<file path="config.mk">
export PLATFORM = sky130hd
export DESIGN_NAME = can_msg_status_irq_id
export DESIGN_NICKNAME = d
export VERILOG_FILES = /design/src/msg_status_pkg.sv /design/src/can_msg_status_irq_id.sv /design/src/irq_priority.sv /design/src/status_vector.sv
export SDC_FILE = /design/constraint.sdc
export NUM_CORES = 1
export LEC_CHECK = 0
export BUFFER_PORTS_ARGS = -buffer_cell sky130_fd_sc_hd__buf_2
export CELL_PAD_IN_SITES_DETAIL_PLACEMENT = 1
export CELL_PAD_IN_SITES_GLOBAL_PLACEMENT = 1
export CORE_AREA = 5 5 225 227
export CTS_CLUSTER_SIZE = 12
export DETAILED_ROUTE_END_ITERATION = 16
export DIE_AREA = 0 0 230 232
export MAX_ROUTING_LAYER = met4
export PLACE_DENSITY_LB_ADDON = 0.1
export SYNTH_ARGS = -nofsm -noshare
export SYNTH_HDL_FRONTEND = slang
export SYNTH_HIERARCHICAL = 1
export SYNTH_SLANG_ARGS = --single-unit
</file>
<file path="constraint.sdc">
create_clock -name aclk -period 2.2 [get_ports aclk]
set_clock_uncertainty 0.15 [all_clocks]
set_input_delay 0 -clock aclk [delete_from_list [all_inputs] [get_ports aclk]]
set_output_delay 0 -clock aclk [all_outputs]
set_load 0.01 [all_outputs]
</file>
<file path="src/msg_status_pkg.sv">
// Package: register map, field widths and carrier types of the message status block
package msg_status_pkg;
   localparam int unsigned NUM_OBJECTS = 32;
   localparam int unsigned HALF_OBJECTS = 16;
   localparam int unsigned ID_WIDTH = 16;
   localparam int unsigned ADDR_WIDTH = 12;
   localparam int unsigned DATA_WIDTH = 32;

   // Register byte addresses
   localparam logic [11:0] OFS_INTERRUPT_SOURCE_ID = 12'h010;
   localparam logic [11:0] OFS_TX_REQUEST_LOW = 12'h100;
   localparam logic [11:0] OFS_TX_REQUEST_HIGH = 12'h104;
   localparam logic [11:0] OFS_FRESH_PAYLOAD_LOW = 12'h120;
   localparam logic [11:0] OFS_FRESH_PAYLOAD_HIGH = 12'h124;
   localparam logic [11:0] OFS_OBJECT_IRQ_PENDING_LOW = 12'h140;
   localparam logic [11:0] OFS_OBJECT_IRQ_PENDING_HIGH = 12'h144;
   localparam logic [11:0] OFS_OBJECT_VALID_LOW = 12'h160;
   localparam logic [11:0] OFS_OBJECT_VALID_HIGH = 12'h164;
   localparam logic [11:0] OFS_CONTROL = 12'h200;
   localparam logic [11:0] OFS_STATUS = 12'h204;

   localparam logic [15:0] ID_NONE = 16'h0000;
   localparam logic [15:0] ID_STATUS = 16'h8000;
   localparam logic [31:0] VECTOR_RESET = 32'h0000_0000;
   localparam logic [31:0] WORD_ZERO = 32'h0000_0000;
   localparam int unsigned CTRL_ENABLE_BIT = 0;

   localparam logic [1:0] RESP_OKAY = 2'b00;
   localparam logic [1:0] RESP_SLVERR = 2'b10;

   // Per-object update carried from the message handler and the interface registers
   typedef struct packed {
      logic [31:0] set_mask;
      logic [31:0] clr_mask;
   } bit_update_type;

   typedef struct packed {
      logic [15:0] id;
      logic active;
   } irq_id_type;
endpackage

</file>
<file path="src/can_msg_status_irq_id.sv">
// Module: message handler status vectors, interrupt identifier and AXI4-Lite slave
//
// Design decision made here: register access over AXI4-Lite.
`timescale 1ns/1ps
module can_msg_status_irq_id
   import msg_status_pkg::*;
(
   input wire logic aclk,
   input wire logic aresetn,
   // AXI4-Lite slave
   input wire logic [ADDR_WIDTH-1:0] s_axi_awaddr,
   input wire logic s_axi_awvalid,
   output logic s_axi_awready,
   input wire logic [DATA_WIDTH-1:0] s_axi_wdata,
   input wire logic [3:0] s_axi_wstrb,
   input wire logic s_axi_wvalid,
   output logic s_axi_wready,
   output logic [1:0] s_axi_bresp,
   output logic s_axi_bvalid,
   input wire logic s_axi_bready,
   input wire logic [ADDR_WIDTH-1:0] s_axi_araddr,
   input wire logic s_axi_arvalid,
   output logic s_axi_arready,
   output logic [DATA_WIDTH-1:0] s_axi_rdata,
   output logic [1:0] s_axi_rresp,
   output logic s_axi_rvalid,
   input wire logic s_axi_rready,
   // Message handler side
   input wire bit_update_type handler_tx_request,
   input wire bit_update_type handler_fresh_payload,
   input wire bit_update_type handler_irq_pending,
   // Interface register sets (processor path into the objects)
   input wire bit_update_type cpu_tx_request,
   input wire bit_update_type cpu_fresh_payload,
   input wire bit_update_type cpu_irq_pending,
   input wire bit_update_type cpu_object_valid,
   // Protocol core status interrupt event
   input wire logic status_event,
   output logic status_reg_read,
   output logic [NUM_OBJECTS-1:0] eligible_objects,
   output logic irq_out
);
   // ==========================================================
   // Status vectors
   logic [NUM_OBJECTS-1:0] tx_request;
   logic [NUM_OBJECTS-1:0] fresh_payload_flag;
   logic [NUM_OBJECTS-1:0] object_irq_pending;
   logic [NUM_OBJECTS-1:0] object_valid;
   localparam bit_update_type NO_UPDATE = '0;

   status_vector #(.WIDTH(NUM_OBJECTS)) u_tx_request (
      .aclk(aclk),
      .aresetn(aresetn),
      .handler_upd(handler_tx_request),
      .cpu_upd(cpu_tx_request),
      .vec(tx_request)
   );

   status_vector #(.WIDTH(NUM_OBJECTS)) u_fresh_payload (
      .aclk(aclk),
      .aresetn(aresetn),
      .handler_upd(handler_fresh_payload),
      .cpu_upd(cpu_fresh_payload),
      .vec(fresh_payload_flag)
   );

   // Pending bits only fall on an explicit clear mask
   status_vector #(.WIDTH(NUM_OBJECTS)) u_irq_pending (
      .aclk(aclk),
      .aresetn(aresetn),
      .handler_upd(handler_irq_pending),
      .cpu_upd(cpu_irq_pending),
      .vec(object_irq_pending)
   );

   // The handler has no path into the valid bits
   status_vector #(.WIDTH(NUM_OBJECTS)) u_object_valid (
      .aclk(aclk),
      .aresetn(aresetn),
      .handler_upd(NO_UPDATE),
      .cpu_upd(cpu_object_valid),
      .vec(object_valid)
   );

   // Handler scans only configured objects
   always_ff @(posedge aclk) begin
      if (!aresetn) begin
         eligible_objects <= VECTOR_RESET;
      end else begin
         eligible_objects <= object_valid;
      end
   end

   // ==========================================================
   // Status interrupt
   logic status_irq_reg;
   logic global_interrupt_enable_reg;
   logic rd_take;
   logic [ADDR_WIDTH-1:0] rd_addr;
   assign rd_take = s_axi_arvalid && s_axi_arready;
   assign rd_addr = {s_axi_araddr[ADDR_WIDTH-1:2], 2'b00};

   always_ff @(posedge aclk) begin
      if (!aresetn) begin
         status_irq_reg <= 1'b0;
      end else if (status_event) begin
         status_irq_reg <= 1'b1;
      end else if (rd_take && rd_addr == OFS_STATUS) begin
         status_irq_reg <= 1'b0;
      end
   end

   always_ff @(posedge aclk) begin
      if (!aresetn) begin
         status_reg_read <= 1'b0;
      end else begin
         status_reg_read <= rd_take && rd_addr == OFS_STATUS;
      end
   end

   // ==========================================================
   // Identifier and interrupt line
   irq_id_type id_now;
   irq_priority #(.WIDTH(NUM_OBJECTS)) u_priority (
      .status_irq(status_irq_reg),
      .pending(object_irq_pending),
      .result(id_now)
   );

   // Follows the identifier, gated by the global interrupt enable, with one register stage
   always_ff @(posedge aclk) begin
      if (!aresetn) begin
         irq_out <= 1'b0;
      end else begin
         irq_out <= id_now.active && global_interrupt_enable_reg;
      end
   end

   // ==========================================================
   // AXI4-Lite write channel: only the control word is writable
   logic aw_held_reg;
   logic w_held_reg;
   logic [ADDR_WIDTH-1:0] aw_addr_reg;
   logic [DATA_WIDTH-1:0] w_data_reg;
   logic [3:0] w_strb_reg;
   logic wr_go;
   assign wr_go = aw_held_reg && w_held_reg && !s_axi_bvalid;

   always_ff @(posedge aclk) begin
      if (!aresetn) begin
         aw_held_reg <= 1'b0;
         aw_addr_reg <= '0;
      end else if (s_axi_awvalid && s_axi_awready) begin
         aw_held_reg <= 1'b1;
         aw_addr_reg <= {s_axi_awaddr[ADDR_WIDTH-1:2], 2'b00};
      end else if (wr_go) begin
         aw_held_reg <= 1'b0;
      end
   end

   always_ff @(posedge aclk) begin
      if (!aresetn) begin
         w_held_reg <= 1'b0;
         w_data_reg <= WORD_ZERO;
         w_strb_reg <= 4'h0;
      end else if (s_axi_wvalid && s_axi_wready) begin
         w_held_reg <= 1'b1;
         w_data_reg <= s_axi_wdata;
         w_strb_reg <= s_axi_wstrb;
      end else if (wr_go) begin
         w_held_reg <= 1'b0;
      end
   end

   always_ff @(posedge aclk) begin
      if (!aresetn) begin
         s_axi_awready <= 1'b0;
         s_axi_wready <= 1'b0;
      end else begin
         s_axi_awready <= !aw_held_reg && !(s_axi_awvalid && s_axi_awready);
         s_axi_wready <= !w_held_reg && !(s_axi_wvalid && s_axi_wready);
      end
   end

   always_ff @(posedge aclk) begin
      if (!aresetn) begin
         global_interrupt_enable_reg <= 1'b0;
      end else if (wr_go && aw_addr_reg == OFS_CONTROL && w_strb_reg[0]) begin
         global_interrupt_enable_reg <= w_data_reg[CTRL_ENABLE_BIT];
      end
   end

   // Status words ignore writes and answer with an error
   always_ff @(posedge aclk) begin
      if (!aresetn) begin
         s_axi_bvalid <= 1'b0;
         s_axi_bresp <= RESP_OKAY;
      end else if (wr_go) begin
         s_axi_bvalid <= 1'b1;
         s_axi_bresp <= (aw_addr_reg == OFS_CONTROL) ? RESP_OKAY : RESP_SLVERR;
      end else if (s_axi_bready) begin
         s_axi_bvalid <= 1'b0;
      end
   end

   // ==========================================================
   // AXI4-Lite read channel
   logic [DATA_WIDTH-1:0] rd_word;
   logic rd_hit;
   always_comb begin
      rd_word = WORD_ZERO;
      rd_hit = 1'b1;
      unique case (rd_addr)
         OFS_INTERRUPT_SOURCE_ID: rd_word = {16'h0000, id_now.id};
         OFS_TX_REQUEST_LOW: rd_word = {16'h0000, tx_request[HALF_OBJECTS-1:0]};
         OFS_TX_REQUEST_HIGH: rd_word = {16'h0000, tx_request[NUM_OBJECTS-1:HALF_OBJECTS]};
         OFS_FRESH_PAYLOAD_LOW: rd_word = {16'h0000, fresh_payload_flag[HALF_OBJECTS-1:0]};
         OFS_FRESH_PAYLOAD_HIGH:
            rd_word = {16'h0000, fresh_payload_flag[NUM_OBJECTS-1:HALF_OBJECTS]};
         OFS_OBJECT_IRQ_PENDING_LOW:
            rd_word = {16'h0000, object_irq_pending[HALF_OBJECTS-1:0]};
         OFS_OBJECT_IRQ_PENDING_HIGH:
            rd_word = {16'h0000, object_irq_pending[NUM_OBJECTS-1:HALF_OBJECTS]};
         OFS_OBJECT_VALID_LOW: rd_word = {16'h0000, object_valid[HALF_OBJECTS-1:0]};
         OFS_OBJECT_VALID_HIGH:
            rd_word = {16'h0000, object_valid[NUM_OBJECTS-1:HALF_OBJECTS]};
         OFS_CONTROL: rd_word = {31'h0000_0000, global_interrupt_enable_reg};
         OFS_STATUS: rd_word = {31'h0000_0000, status_irq_reg};
         default: rd_hit = 1'b0;
      endcase
   end

   always_ff @(posedge aclk) begin
      if (!aresetn) begin
         s_axi_arready <= 1'b0;
      end else begin
         s_axi_arready <= !s_axi_rvalid && !rd_take && !s_axi_arready;
      end
   end

   always_ff @(posedge aclk) begin
      if (!aresetn) begin
         s_axi_rvalid <= 1'b0;
         s_axi_rdata <= WORD_ZERO;
         s_axi_rresp <= RESP_OKAY;
      end else if (rd_take) begin
         s_axi_rvalid <= 1'b1;
         s_axi_rdata <= rd_word;
         s_axi_rresp <= rd_hit ? RESP_OKAY : RESP_SLVERR;
      end else if (s_axi_rready) begin
         s_axi_rvalid <= 1'b0;
      end
   end

   // Helper terms: objects below the reported one, pending bits with no clear this cycle
   logic [NUM_OBJECTS-1:0] below_id_mask;
   logic [NUM_OBJECTS-1:0] pending_kept;
   assign below_id_mask = (NUM_OBJECTS'(1) << 5'(id_now.id - 16'h0001)) - NUM_OBJECTS'(1);
   assign pending_kept = object_irq_pending & ~handler_irq_pending.clr_mask &
      ~cpu_irq_pending.clr_mask;
endmodule

</file>
<file path="src/irq_priority.sv">
// Module: combinational priority encoder for the interrupt source identifier
`timescale 1ns/1ps
module irq_priority
   import msg_status_pkg::*;
#(
   parameter int unsigned WIDTH = NUM_OBJECTS
) (
   input wire logic status_irq,
   input wire logic [WIDTH-1:0] pending,
   output irq_id_type result
);
   always_comb begin
      result.id = ID_NONE;
      result.active = 1'b0;
      // Scan downward so the lowest object number is left standing
      for (int i = WIDTH - 1; i >= 0; i--) begin
         if (pending[i]) begin
            result.id = 16'(i + 1);
            result.active = 1'b1;
         end
      end
      if (status_irq) begin
         result.id = ID_STATUS;
         result.active = 1'b1;
      end
   end
endmodule

</file>
<file path="src/status_vector.sv">
// Module: one 32-bit per-object status vector with set and clear masks
`timescale 1ns/1ps
module status_vector
   import msg_status_pkg::*;
#(
   parameter int unsigned WIDTH = NUM_OBJECTS
) (
   input wire logic aclk,
   input wire logic aresetn,
   input wire bit_update_type handler_upd,
   input wire bit_update_type cpu_upd,
   output logic [WIDTH-1:0] vec
);
   // Set wins over clear so an event in the clearing cycle is kept
   genvar i;
   generate
      for (i = 0; i < WIDTH; i++) begin : g_bit
         always_ff @(posedge aclk) begin
            if (!aresetn) begin
               vec[i] <= VECTOR_RESET[i];
            end else if (handler_upd.set_mask[i] || cpu_upd.set_mask[i]) begin
               vec[i] <= 1'b1;
            end else if (handler_upd.clr_mask[i] || cpu_upd.clr_mask[i]) begin
               vec[i] <= 1'b0;
            end
         end
      end
   endgenerate
endmodule

</file>
Word-level counts from Yosys, hierarchy flattened
Index checks and enable logic that the tools add are counted.
Widths: inputs -> output; s select.
{ "totals": {"register_bits": 219, "input_bits": 516, "out_inout_bits": 75, "word_cells": 807} }
{ "op_classes": {"n_eq_ne": 12, "mux": 302, "n_reduce_logical": 347} }
{ "ops": {"columns": ["op", "count"], "rows": [
  ["$mux 1", 266],
  ["$reduce_bool 2->1", 133],
  ["$mux 7", 32],
  ["$logic_or 1x1->1", 192],
  ["$pmux 16 s11", 1],
  ["$eq 10x7->1 const B", 8],
  ["$eq 10x8->1 const B", 3],
  ["$mux 17", 1],
  ["$logic_and 1x1->1", 13],
  ["$reduce_or 11->1", 1],
  ["$eq 10x3->1 const B", 1],
  ["$logic_not 1->1", 8],
  ["$mux 2", 2]
]} }

Depth between registers and ports, before layout
Gate-level depths: netlist of the first run.
{ "depth": {"word_depth": 34, "mapped_depth": 8, "ltp_nobuf": 8} }

By module
Netlist of the first run, hierarchy kept.
{ "modules_own_cells": {"columns": ["mod", "n_inst", "cells_per_inst", "area_per_inst_um2", "seq_area_each_um2"], "rows": [
  ["status_vector", 4, 101, 1234.9, 640.6],
  ["can_msg_status_irq_id", 1, 403, 3791.1, 1461.4],
  ["irq_priority", 1, 78, 506.7, 0.0]
]} }

Worst setup path after synthesis of the first run
No wires, ideal clock.
{ "synth_timing": {"path_type": "register -> register", "start": "register u_irq_pending.vec[10]", "end": "register s_axi_rdata[5]", "setup_ps": 67, "t_arrival_ps": 1668, "required_time_ps": 1983, "setup_slack_ps": 315, "stages_incl_launch_ff": 8, "n_path_buf": 0, "period_less_slack_ps": 1885, "path_cell_list": "dfxtp_1 -> or4_4 -> nor2_4 -> nand3_2 -> nor4_2 -> and2_1 -> a21oi_1 -> o21ai_2"} }
{ "synth_lines": {"columns": ["item", "line", "text"], "rows": [
  ["start, declared", "status_vector.sv:12", "output logic [WIDTH-1:0] vec"],
  ["start signal, assigned by index", "status_vector.sv:20", "vec[i] <= VECTOR_RESET[i];"],
  ["end signal, assigned", "can_msg_status_irq_id.sv:248", "s_axi_rdata <= rd_word;"],
  ["end, declared", "can_msg_status_irq_id.sv:24", "output logic [DATA_WIDTH-1:0] s_axi_rdata,"]
]} }

Final worst setup path of the first run
{ "layout_timing": {"start": "input s_axi_araddr[9]", "end": "register s_axi_rdata[14]"} }
{ "layout_via": {"elab_chain_cells": 2, "elab_cells_between_ends": 12, "classes_between": "eq/ne (11); mux (1)"} }
{ "layout_rtl": {"columns": ["item", "line", "text"], "rows": [
  ["start, declared", "can_msg_status_irq_id.sv:21", "input wire logic [ADDR_WIDTH-1:0] s_axi_araddr,"],
  ["$eq 10x8->1, or another cell as far along", "can_msg_status_irq_id.sv:213", "unique case (rd_addr)"],
  ["$pmux 16 s11 *", "can_msg_status_irq_id.sv:213", null]
]} }
Mark *: on every way between the ends. The rest lies on a longest branch, timed or not.
A chain may end at the register's enable or synchronous reset.

==> results of run 1 <==
power breakdown:
| part | internal, uW | switching [uW] | total, uW |
|---|---|---|---|
| logic | 1110 | 713 | 1820 |
| registers | 3870 | 159 | 4020 |
| clock network | 2600 | 1760 | 4350 |
| total | 7570 | 2630 | 10200 |
layer usage:
layer,GRT usage,part of all wire,vias to the layer above
met3,0.03130,0.050,51
met2,0.3254,0.51,296
met5,-,0,-
li1,-,-,5109
met4,0.03531,0.020,0
met1,0.2123,0.42,4854
layout make-up:
type                    count  area (um^2)  share of cell area
diodes                      5        12.51           0.0007463
clock buffers              38        787.0             0.04694
clock inverters            12        88.84            0.005299
inverters                   8        30.03            0.001791
multi-input cells         693         4985              0.2973
flip-flops and latches    201         4024              0.2400
well taps                 622        778.2             0.04642
repair buffers            877         6060              0.3614
how the worst min path moves through the flow:
stage	slack (ps)	depth (start not counted)	from	to
floorplan	-60	1	handler_tx_request[0]	u_tx_request/vec[0]
global placement	40	2	handler_tx_request[0]	u_tx_request/vec[0]
detailed placement	50	2	cpu_fresh_payload[0]	u_fresh_payload/vec[0]
CTS	4	3	cpu_tx_request[0]	u_tx_request/vec[0]
global route	20	6	s_axi_araddr[11]	s_axi_rdata[13]
finish	10	6	s_axi_araddr[11]	s_axi_rdata[13]
critical path, stage by stage:
cell and delay, ps:
dlygate4sd3_1 550, buf_2 150, or4b_4 570, nor3_4 160
buf_12 180, a22o_1 140, a31oi_1 40, dlygate4sd3_1 560
o21ai_1 110
stage by stage:
stage / setup TNS, ps / utilization
5_1_grt: -58.51 / 0.3460
4_1_cts: 0 / 0.3447
3_5_place_dp: 0 / 0.2640
3_3_place_gp: 0 / 0.2640
6_report: 0 / 0.3461
2_1_floorplan: 0 / -
cell usage in the layout, fill, tap and decap left out, types with 21 or more instances in the layout:
| cell | count |
|---|---|
| clkbuf_16 | 27 |
| buf_2 | 532 |
| nor2_1 | 23 |
| dlygate4sd3_1 | 303 |
| and2_1 | 37 |
| nor3b_1 | 127 |
| o31a_2 | 76 |
| mux2i_1 | 57 |
| o22ai_1 | 23 |
| nand2_1 | 49 |
| dfxtp_1 | 201 |
| o31a_1 | 48 |
| conb_1 | 91 |
| a21oi_1 | 21 |
| buf_4 | 37 |
kinds of logic after synthesis:
family,Yosys count
AOI/OAI and AO/OA,258
buffers and inverters,80
DFF,201
other,2
and+or+nand+nor,286
muxes,58
what timing repair did:
item	CTS	global route
endpoints found under the setup margin	0	6
buffers inserted	0	1
endpoints found under the hold margin	165	0
hold buffers	303	0
gates resized for setup	0	7
==> results.py, run 1 <==
metrics = {
    "run_status": {
        "status": "complete, no violations",
    },
    "power_and_ir_drop": {
        "powerDensity_nw_per_um2": 608.2,
        "p_leak_uw": 0.007490,
        "irDropWorstVdd_v": 0.0005321,
        "power.total_uw": 10200,
    },
    "layout": {
        "drive_above_1_share": 0.3986,
        "syn_to_final_growth_pct": 81.48,
        "instances_no_fill": 2456,
        "fillers": 5715,
        "final_cell_area_um2": 16760,
        "nNetsFinal": 2324,
    },
    "clock_network": {
        "clock-sinks": 201,
        "htreeDepth": 1,
        "cts_tree": "yes",
        "worst_skew_pair.late_latency_ps": 560,
        "ctsRootBufferMaster": "clkbuf_16",
        "cts_buffers": 27,
        "cts_max_path_buffers": 3,
        "clk_pin_slew_ps": 60,
    },
    "run": {
        "cap_violations": 0,
    },
    "placed_design": {
        "place_ws_ps": 177.9,
        "place.gp.congestion": 0.8052,
        "port_buffers": 534,
        "place_inst": 2097,
        "placed_area_um2": 12790,
        "hpwl_um": 39270,
    },
    "synth": {
        "synth_top_family_by_area": "compound AO/OA/AOI/OAI gates",
        "yosys.area_share.simple": 0.2033,
        "synthMuxAreaShare": 0.06420,
        "async_reset_ff_frac": 0,
        "synth_area_per_cell_um2": 10.44,
        "yosysSeqAreaShare": 0.4356,
        "netlist_instances": 885,
        "netlist_area_um2": 9238,
        "synth_area_leader_cell": "dfxtp_1",
        "synth_compound_area_frac": 0.2338,
        "ys_ff_latch": 201,
        "ys_top_cells_by_area": "dfxtp_1 44%, nor3b_1 10%, o31a_2 8.2%",
        "synth_top_area_frac": 0.4356,
        "synth_top_flop_cell": "dfxtp_1",
        "ys_warn_count": 6,
        "synth_edf_count": 0,
        "synth_xor_area_frac": 0,
        "yosysMostFrequentCell": "dfxtp_1",
        "synth_common_cells": "201 x dfxtp_1, 127 x nor3b_1, 76 x o31a_2",
        "synthAdderAreaFrac": 0,
        "synth.distinct_cells": 61,
    },
    "critical_path": {
        "cp.required_ps": 2520,
        "regToRegEndpoint": "s_axi_rdata[14]",
        "r2r_slack_ps": 140,
        "worstPathMaxFanout": 16,
        "path_class": "primary input to flip-flop",
        "critPathCaptureType": "flip-flop",
        "reg2reg_depth": 5,
        "r2r_start": "u_irq_pending/vec[14]",
        "arrival_ps": 2470,
        "crit_path_end": "s_axi_rdata[14]",
        "crit_path_start": "s_axi_araddr[9]",
        "start_kind": "primary input",
    },
    "timing": {
        "finalWorstSetupSlack_ps": 54.47,
        "final_max_slew_viol_count": 0,
        "setup_viol": 0,
        "whs_ps": 13.03,
        "tightest_slew_ps": 812.8,
        "max_freq_mhz": 466.1,
        "slew_headroom": 0.4511,
        "finalHoldViolCount": 0,
        "finalCriticalPeriod_ps": 2146,
        "fin_crit_sh": 0.9752,
        "grt_setup_unrepaired": "true",
    },
    "detailed_routing": {
        "vias_per_cell": 4.198,
        "drt-total-wl_um": 49200,
        "drt_first_pass_iters": 4,
        "via_count": 10310,
        "drtAntennaViolNets": 0,
        "drc": 0,
        "drtIter0Drc": 333,
        "wire_per_inst_um": 20.03,
    },
    "floorplanning": {
        "die_area_um2": 53360,
        "num_rows": 81,
        "initial_utilization": 0.1907,
        "fp.dieW_um": 230,
        "core_area_um2": 48440,
        "dieHeight_um": 232,
        "io-pin-count": 591,
    },
    "global_routing": {
        "grt_use_total": 0.1802,
        "grt_antenna_before_repair": 5,
        "grt_max_degree": 48,
        "grt_pass1_wl_um": 71420,
        "grt_pass1_vias": 11860,
        "overflow": 0,
    },
    "worst_hold_path": {
        "hold_class": "primary input to flip-flop",
    },
}
Note: power is estimated with default switching activity, not from simulation.
==> run 2: changes to the inputs <==
--- a/config.mk
+++ b/config.mk
@@ -6,7 +6,7 @@
 export NUM_CORES = 1
 export LEC_CHECK = 0
 export BUFFER_PORTS_ARGS = -buffer_cell sky130_fd_sc_hd__buf_2
-export CELL_PAD_IN_SITES_DETAIL_PLACEMENT = 1
+export CELL_PAD_IN_SITES_DETAIL_PLACEMENT = 0
 export CELL_PAD_IN_SITES_GLOBAL_PLACEMENT = 1
 export CORE_AREA = 5 5 225 227
 export CTS_CLUSTER_SIZE = 12
==> constraint.sdc (replaced) <==
create_clock -name aclk -period 2.6 [get_ports aclk]
set_clock_uncertainty 0.15 [all_clocks]
set_input_delay 0 -clock aclk [delete_from_list [all_inputs] [get_ports aclk]]
set_output_delay 0 -clock aclk [all_outputs]
set_load 0.01 [all_outputs]
==> run 2 against run 1 <==
Net effect:
- cell count shrank 0.20%
- largest power group unchanged
- global-route usage shrank 0.83 points
- critical endpoint is now aw_addr_reg[5]
- critical path type is now flip-flop to flip-flop
- clock power shrank 14%
- critical path depth shrank 4
- highest routed layer unchanged
- clock-buffer cell count shrank 1
- final area shrank 0.11%
- sequential share of layout area is essentially flat
- die area is the same
==> results.py, run 2 (synthesis results as in run 1) <==
metrics = {
    "placed_design": {
        "hpwl_um": 37800,
        "place.gp.congestion": 0.8081,
        "port_buffers": 534,
    },
    "floorplanning": {
        "dieHeight_um": 232,
        "fp.dieW_um": 230,
        "initial_utilization": 0.1907,
        "num_rows": 81,
        "die_area_um2": 53360,
        "core_area_um2": 48440,
        "io-pin-count": 591,
    },
    "global_routing": {
        "grt_use_total": 0.1719,
        "grt_antenna_before_repair": 8,
        "grt_pass1_vias": 11040,
        "grt_pass1_wl_um": 67790,
        "overflow": 0,
        "grt_max_degree": 69,
    },
    "clock_network": {
        "ctsHoldBuffers": 318,
        "ctsRootBufferMaster": "clkbuf_16",
        "clk_pin_slew_ps": 60,
        "htreeDepth": 1,
        "cts_tree": "yes",
        "clock-sinks": 201,
        "worst_skew_pair.late_latency_ps": 550,
        "cts_buffers": 27,
        "cts_max_path_buffers": 3,
        "cts_setup_buffers": 0,
        "cts_resized": 0,
    },
    "run": {
        "cap_violations": 0,
    },
    "layout": {
        "final_common_cell": "buf_2",
        "fillers": 5102,
        "final_cell_mix": "532 x buf_2, 318 x dlygate4sd3_1, 201 x dfxtp_1",
        "nNetsFinal": 2320,
        "drive_above_1_share": 0.3869,
        "utilization": 0.3457,
        "syn_to_final_growth_pct": 81.28,
    },
    "detailed_routing": {
        "drc": 0,
        "drt-total-wl_um": 47090,
        "drtIter0Drc": 306,
        "drt_first_pass_iters": 4,
        "drtAntennaViolNets": 0,
        "vias_per_cell": 4.162,
        "wire_per_inst_um": 19.21,
        "via_count": 10200,
    },
    "power_and_ir_drop": {
        "p_clk_frac": 0.432,
        "combinationalPowerShare": 0.171,
        "powerDensity_nw_per_um2": 516.4,
        "seqPwrFrac": 0.396,
        "p_sw_frac": 0.2556,
        "power.internal_uw": 6437,
        "p_switching_uw": 2210,
        "irDropWorstVdd_v": 0.0004996,
        "p_leak_uw": 0.007469,
    },
    "critical_path": {
        "critPathTopFamily": "buffers and inverters",
        "cpPeakStageDelay_ps": 580,
        "worstPathCellList": "and2_1, nand2_1, dlygate4sd3_1, a21boi_0, dlygate4sd3_1",
        "path_class": "flip-flop to flip-flop",
        "cp.required_ps": 2940,
        "r2r_slack_ps": 220,
        "cpMostUsedCell": "dlygate4sd3_1",
        "arrival_ps": 2720,
        "start_kind": "flip-flop",
        "critPathCaptureType": "flip-flop",
        "crit_slowest_cell": "dlygate4sd3_1",
        "path_buf_inv": 2,
        "worstPathMaxFanout": 11,
    },
    "timing": {
        "fin_crit_sh": 0.9151,
        "finalCriticalPeriod_ps": 2379,
        "grt_setup_unrepaired": "false",
        "max_freq_mhz": 420.3,
        "slew_headroom": 0.5420,
        "tightest_slew_ps": 687.0,
        "finalHoldViolCount": 0,
        "fin_tns_setup_ps": 0,
        "final_max_slew_viol_count": 0,
        "setup_viol": 0,
    },
    "worst_hold_path": {
        "hold_class": "primary input to flip-flop",
    },
    "run_status": {
        "status": "complete, no violations",
    },
}
==> run 2: power by group through the flow <==
| stage | Clock, uW | Sequential, uW | Combinational, uW |
|---|---|---|---|
| 2_1_floorplan | 0 | 3440 | 539 |
| 3_3_place_gp | 0 | 3500 | 1070 |
| 3_5_place_dp | 0 | 3500 | 1080 |
| 4_1_cts | 3910 | 3430 | 1500 |
| 5_1_grt | 4010 | 3460 | 1630 |
| 6_report | 3740 | 3430 | 1480 |
==> run 2: worst reg2reg max path: cells and delay by family, from the launching register on <==
family          cells  cell delay [ps]
flops               1              340
simple gates        2              500
buf+inv             2             1160
compound gates      1              180
==> run 2: final cells by class <==
type                    count  area, um^2  share of cell area
diodes                      7       17.52            0.001046
clock buffers              37       763.2             0.04558
multi-input cells         693        4972              0.2969
inverters                   8       30.03            0.001793
clock inverters            10       113.9            0.006799
repair buffers            873        6047              0.3611
flip-flops and latches    201        4024              0.2403
well taps                 622       778.2             0.04647
==> run 2: final timing paths <==
check / startpoint / end / cells past startpoint
max: s_axi_awready / aw_addr_reg[5] / 5
max reg2reg: s_axi_awready / aw_addr_reg[5] / 5
min: s_axi_araddr[11] / s_axi_rresp[1] / 6
min reg2reg: aw_held_reg / s_axi_awready / 1
==> run 2: layer usage <==
layer,vias to the layer above,GRT usage,part of all wire
met5,-,-,0
met4,0,0.04315,0.023
met3,48,0.03143,0.051
met2,301,0.2946,0.50
met1,4755,0.2105,0.43
li1,5097,-,-
==> run 2: per-stage QoR <==
step	hold slack [ps]	instance area (um^2)	std cells	total power (uW)	worst slack [ps]
CTS	3.776	16730	2444	8845	267.1
global route	33.07	16750	2451	9091	54.97
global placement	42.63	12670	2079	4579	519.2
finish	49.17	16750	2451	8647	220.7
detailed placement	42.35	12670	2079	4586	488.2
floorplan	-58.26	9572	974	3981	715.3
==> run 3: changes to the inputs <==
--- a/config.mk
+++ b/config.mk
@@ -5,6 +5,7 @@
 export SDC_FILE = /design/constraint.sdc
 export NUM_CORES = 1
 export LEC_CHECK = 0
+export ABC_AREA = 1
 export BUFFER_PORTS_ARGS = -buffer_cell sky130_fd_sc_hd__buf_2
 export CELL_PAD_IN_SITES_DETAIL_PLACEMENT = 0
 export CELL_PAD_IN_SITES_GLOBAL_PLACEMENT = 1
==> run 3 against run 2 <==
Net effect:
- sequential cell count is the same
- non-clock buffer count grew 80
- register-to-register slack lost 160 ps
- cell count grew 31%
- highest routed layer unchanged
- critical path type unchanged
- worst setup slack lost 160 ps
- synthesized area grew 16%
- critical path depth grew 31
- sequential power is essentially flat
- via count grew 27%
==> results.py, run 3 <==
metrics = {
    "placed_design": {
        "hpwl_um": 40490,
        "place.gp.congestion": 0.8227,
        "port_buffers": 534,
    },
    "clock_network": {
        "cts_tree": "yes",
        "clock-sinks": 201,
        "htreeDepth": 1,
        "cts_buffers": 27,
        "cts_setup_buffers": 0,
        "worst_skew_pair.late_latency_ps": 550,
        "ctsRootBufferMaster": "clkbuf_16",
        "clk_pin_slew_ps": 60,
        "cts_max_path_buffers": 3,
    },
    "run": {
        "cap_violations": 0,
    },
    "floorplanning": {
        "core_area_um2": 48440,
        "dieHeight_um": 232,
        "num_rows": 81,
        "fp.dieW_um": 230,
        "io-pin-count": 591,
        "die_area_um2": 53360,
        "initial_utilization": 0.2215,
    },
    "detailed_routing": {
        "wl_met2_um": 26520,
        "drt_first_pass_iters": 4,
        "via_count": 13000,
        "wire_per_inst_um": 16.05,
        "drtAntennaViolNets": 0,
        "drt-total-wl_um": 51570,
        "drc": 0,
        "drtIter0Drc": 357,
        "m1WireLength_um": 21500,
        "top_layer": "met4",
        "route.met3.wl_um": 2866,
        "vias_per_cell": 4.045,
    },
    "synth": {
        "yosysSeqAreaShare": 0.3750,
        "ys_warn_count": 6,
        "synth_top_flop_cell": "dfxtp_1",
        "synth_xor_area_frac": 0,
        "netlist_instances": 1565,
        "synth_edf_count": 0,
        "synth.distinct_cells": 37,
        "async_reset_ff_frac": 0,
        "synth_top_family_by_area": "simple AND/OR/NAND/NOR gates",
        "synth_top_area_frac": 0.3750,
        "ys_top_cells_by_area": "dfxtp_1 37%, inv_1 13%, a21oi_2 10%",
        "synth_compound_area_frac": 0.1327,
        "synthAdderAreaFrac": 0,
        "yosysMostFrequentCell": "inv_1",
        "netlist_area_um2": 10730,
        "synthMuxAreaShare": 0,
        "ys_ff_latch": 201,
        "synth_area_leader_cell": "dfxtp_1",
        "synth_area_per_cell_um2": 6.857,
        "yosys.area_share.simple": 0.3066,
        "synth_common_cells": "365 x inv_1, 213 x nor2_1, 211 x nand2_1",
    },
    "critical_path": {
        "cpMostUsedCell": "nand2_1",
        "crit_slowest_cell": "dfxtp_2",
        "reg2reg_depth": 36,
        "path_class": "flip-flop to flip-flop",
        "start_kind": "flip-flop",
        "critPathCaptureType": "flip-flop",
        "cp.required_ps": 2930,
        "cpPeakStageDelay_ps": 320,
        "worstPathMaxFanout": 2,
        "arrival_ps": 2870,
    },
    "global_routing": {
        "grt_use_total": 0.1913,
        "grt_pass1_wl_um": 76910,
        "grt_antenna_before_repair": 5,
        "grt_pass1_vias": 13720,
        "overflow": 0,
        "grt_max_degree": 33,
    },
    "timing": {
        "final_max_slew_viol_count": 0,
        "max_freq_mhz": 393.4,
        "grt_setup_unrepaired": "true",
        "slew_headroom": 0.2710,
        "fin_tns_setup_ps": 0,
        "setup_viol": 0,
        "finalCriticalPeriod_ps": 2542,
        "fin_crit_sh": 0.9777,
        "finalHoldViolCount": 0,
        "tightest_slew_ps": 1092,
    },
    "layout": {
        "utilization": 0.3949,
        "multi_input_area_um2": 5071,
        "final_common_cell": "buf_2",
        "drive_above_1_share": 0.2996,
        "nNetsFinal": 3083,
        "final_cell_mix": "534 x buf_2, 395 x dlygate4sd3_1, 365 x inv_1",
        "syn_to_final_growth_pct": 78.26,
        "fillers": 5217,
        "seq_area_um2": 4025,
    },
    "power_and_ir_drop": {
        "irDropWorstVdd_v": 0.0004235,
        "p_leak_uw": 0.009887,
        "powerDensity_nw_per_um2": 470.2,
    },
    "worst_hold_path": {
        "min_path_cells": 8,
        "hold_class": "primary input to flip-flop",
    },
    "run_status": {
        "status": "complete, no violations",
    },
}
==> run 3: power breakdown <==
part	total, uW	leakage (uW)	switching [uW]	internal, uW
Sequential	3440	0.00168	169	3280
Combinational	1630	0.00774	695	940
Clock	3920	0.000467	1500	2420
==> run 3: kinds of logic (layout without fill, tap and decap cells) <==
group           Yosys count  in the layout
other cells               2             95
compound gates          189            189
simple gates            721            721
buf+inv                 452           1385
flops                   201            201
==> run 3: layout make-up <==
class | count | area share
Timing Repair Buffer | 953 | 0.3571
Multi-Input combinational cell | 1001 | 0.2651
Sequential cell | 201 | 0.2104
Inverter | 383 | 0.07731
Clock buffer | 37 | 0.04147
Tap cell | 622 | 0.04068
Clock inverter | 12 | 0.007391
Antenna cell | 4 | 0.0005233
==> run 3: stage by stage <==
| step | power [uW] | instance area, um^2 | std cells | hold WS, ps | worst slack [ps] |
|---|---|---|---|---|---|
| after floorplan | 4053 | 11070 | 1654 | -32.57 | 279.7 |
| after global placement | 4664 | 14210 | 2765 | 64.40 | -2.961 |
| after detailed placement | 4668 | 14210 | 2765 | 71.14 | -9.803 |
| after CTS | 9158 | 19110 | 3209 | 42.96 | 42.36 |
| after global routing | 9471 | 19130 | 3213 | 82.96 | -272.2 |
| final | 8995 | 19130 | 3213 | 36.06 | 57.90 |
==> run 3: path summary, 6_finish.rpt <==
| kind | from | to | slack [ps] |
|---|---|---|---|
| setup / recovery | u_irq_pending/vec[29] | s_axi_rdata[0] | 60 |
| hold / removal | s_axi_araddr[10] | s_axi_rdata[14] | 40 |
| setup reg to reg | u_irq_pending/vec[29] | s_axi_rdata[0] | 60 |
| hold reg to reg | s_axi_arready | s_axi_arready | 290 |
==> run 3: metal layers <==
layer,vias to the layer above,track usage
met1,5875,0.2179
met5,-,-
met2,325,0.3550
met4,0,0.02671
met3,50,0.03974
li1,6747,-
==> run 3: repair_timing <==
action | 4_1_cts | 5_1_grt
pin swaps | 0 | 0
gates cloned | 0 | 0
resized for setup | 1 | 3
endpoints found under the hold margin | 178 | 0
hold buffers | 395 | 0
endpoints found under the setup margin | 1 | 3
==> run 3: critical path, delay by kind of cell, from the launching register on <==
family,cells,cell delay (ps)
compound gates,2,220
buf+inv,1,40
flops,1,320
simple gates,33,1760
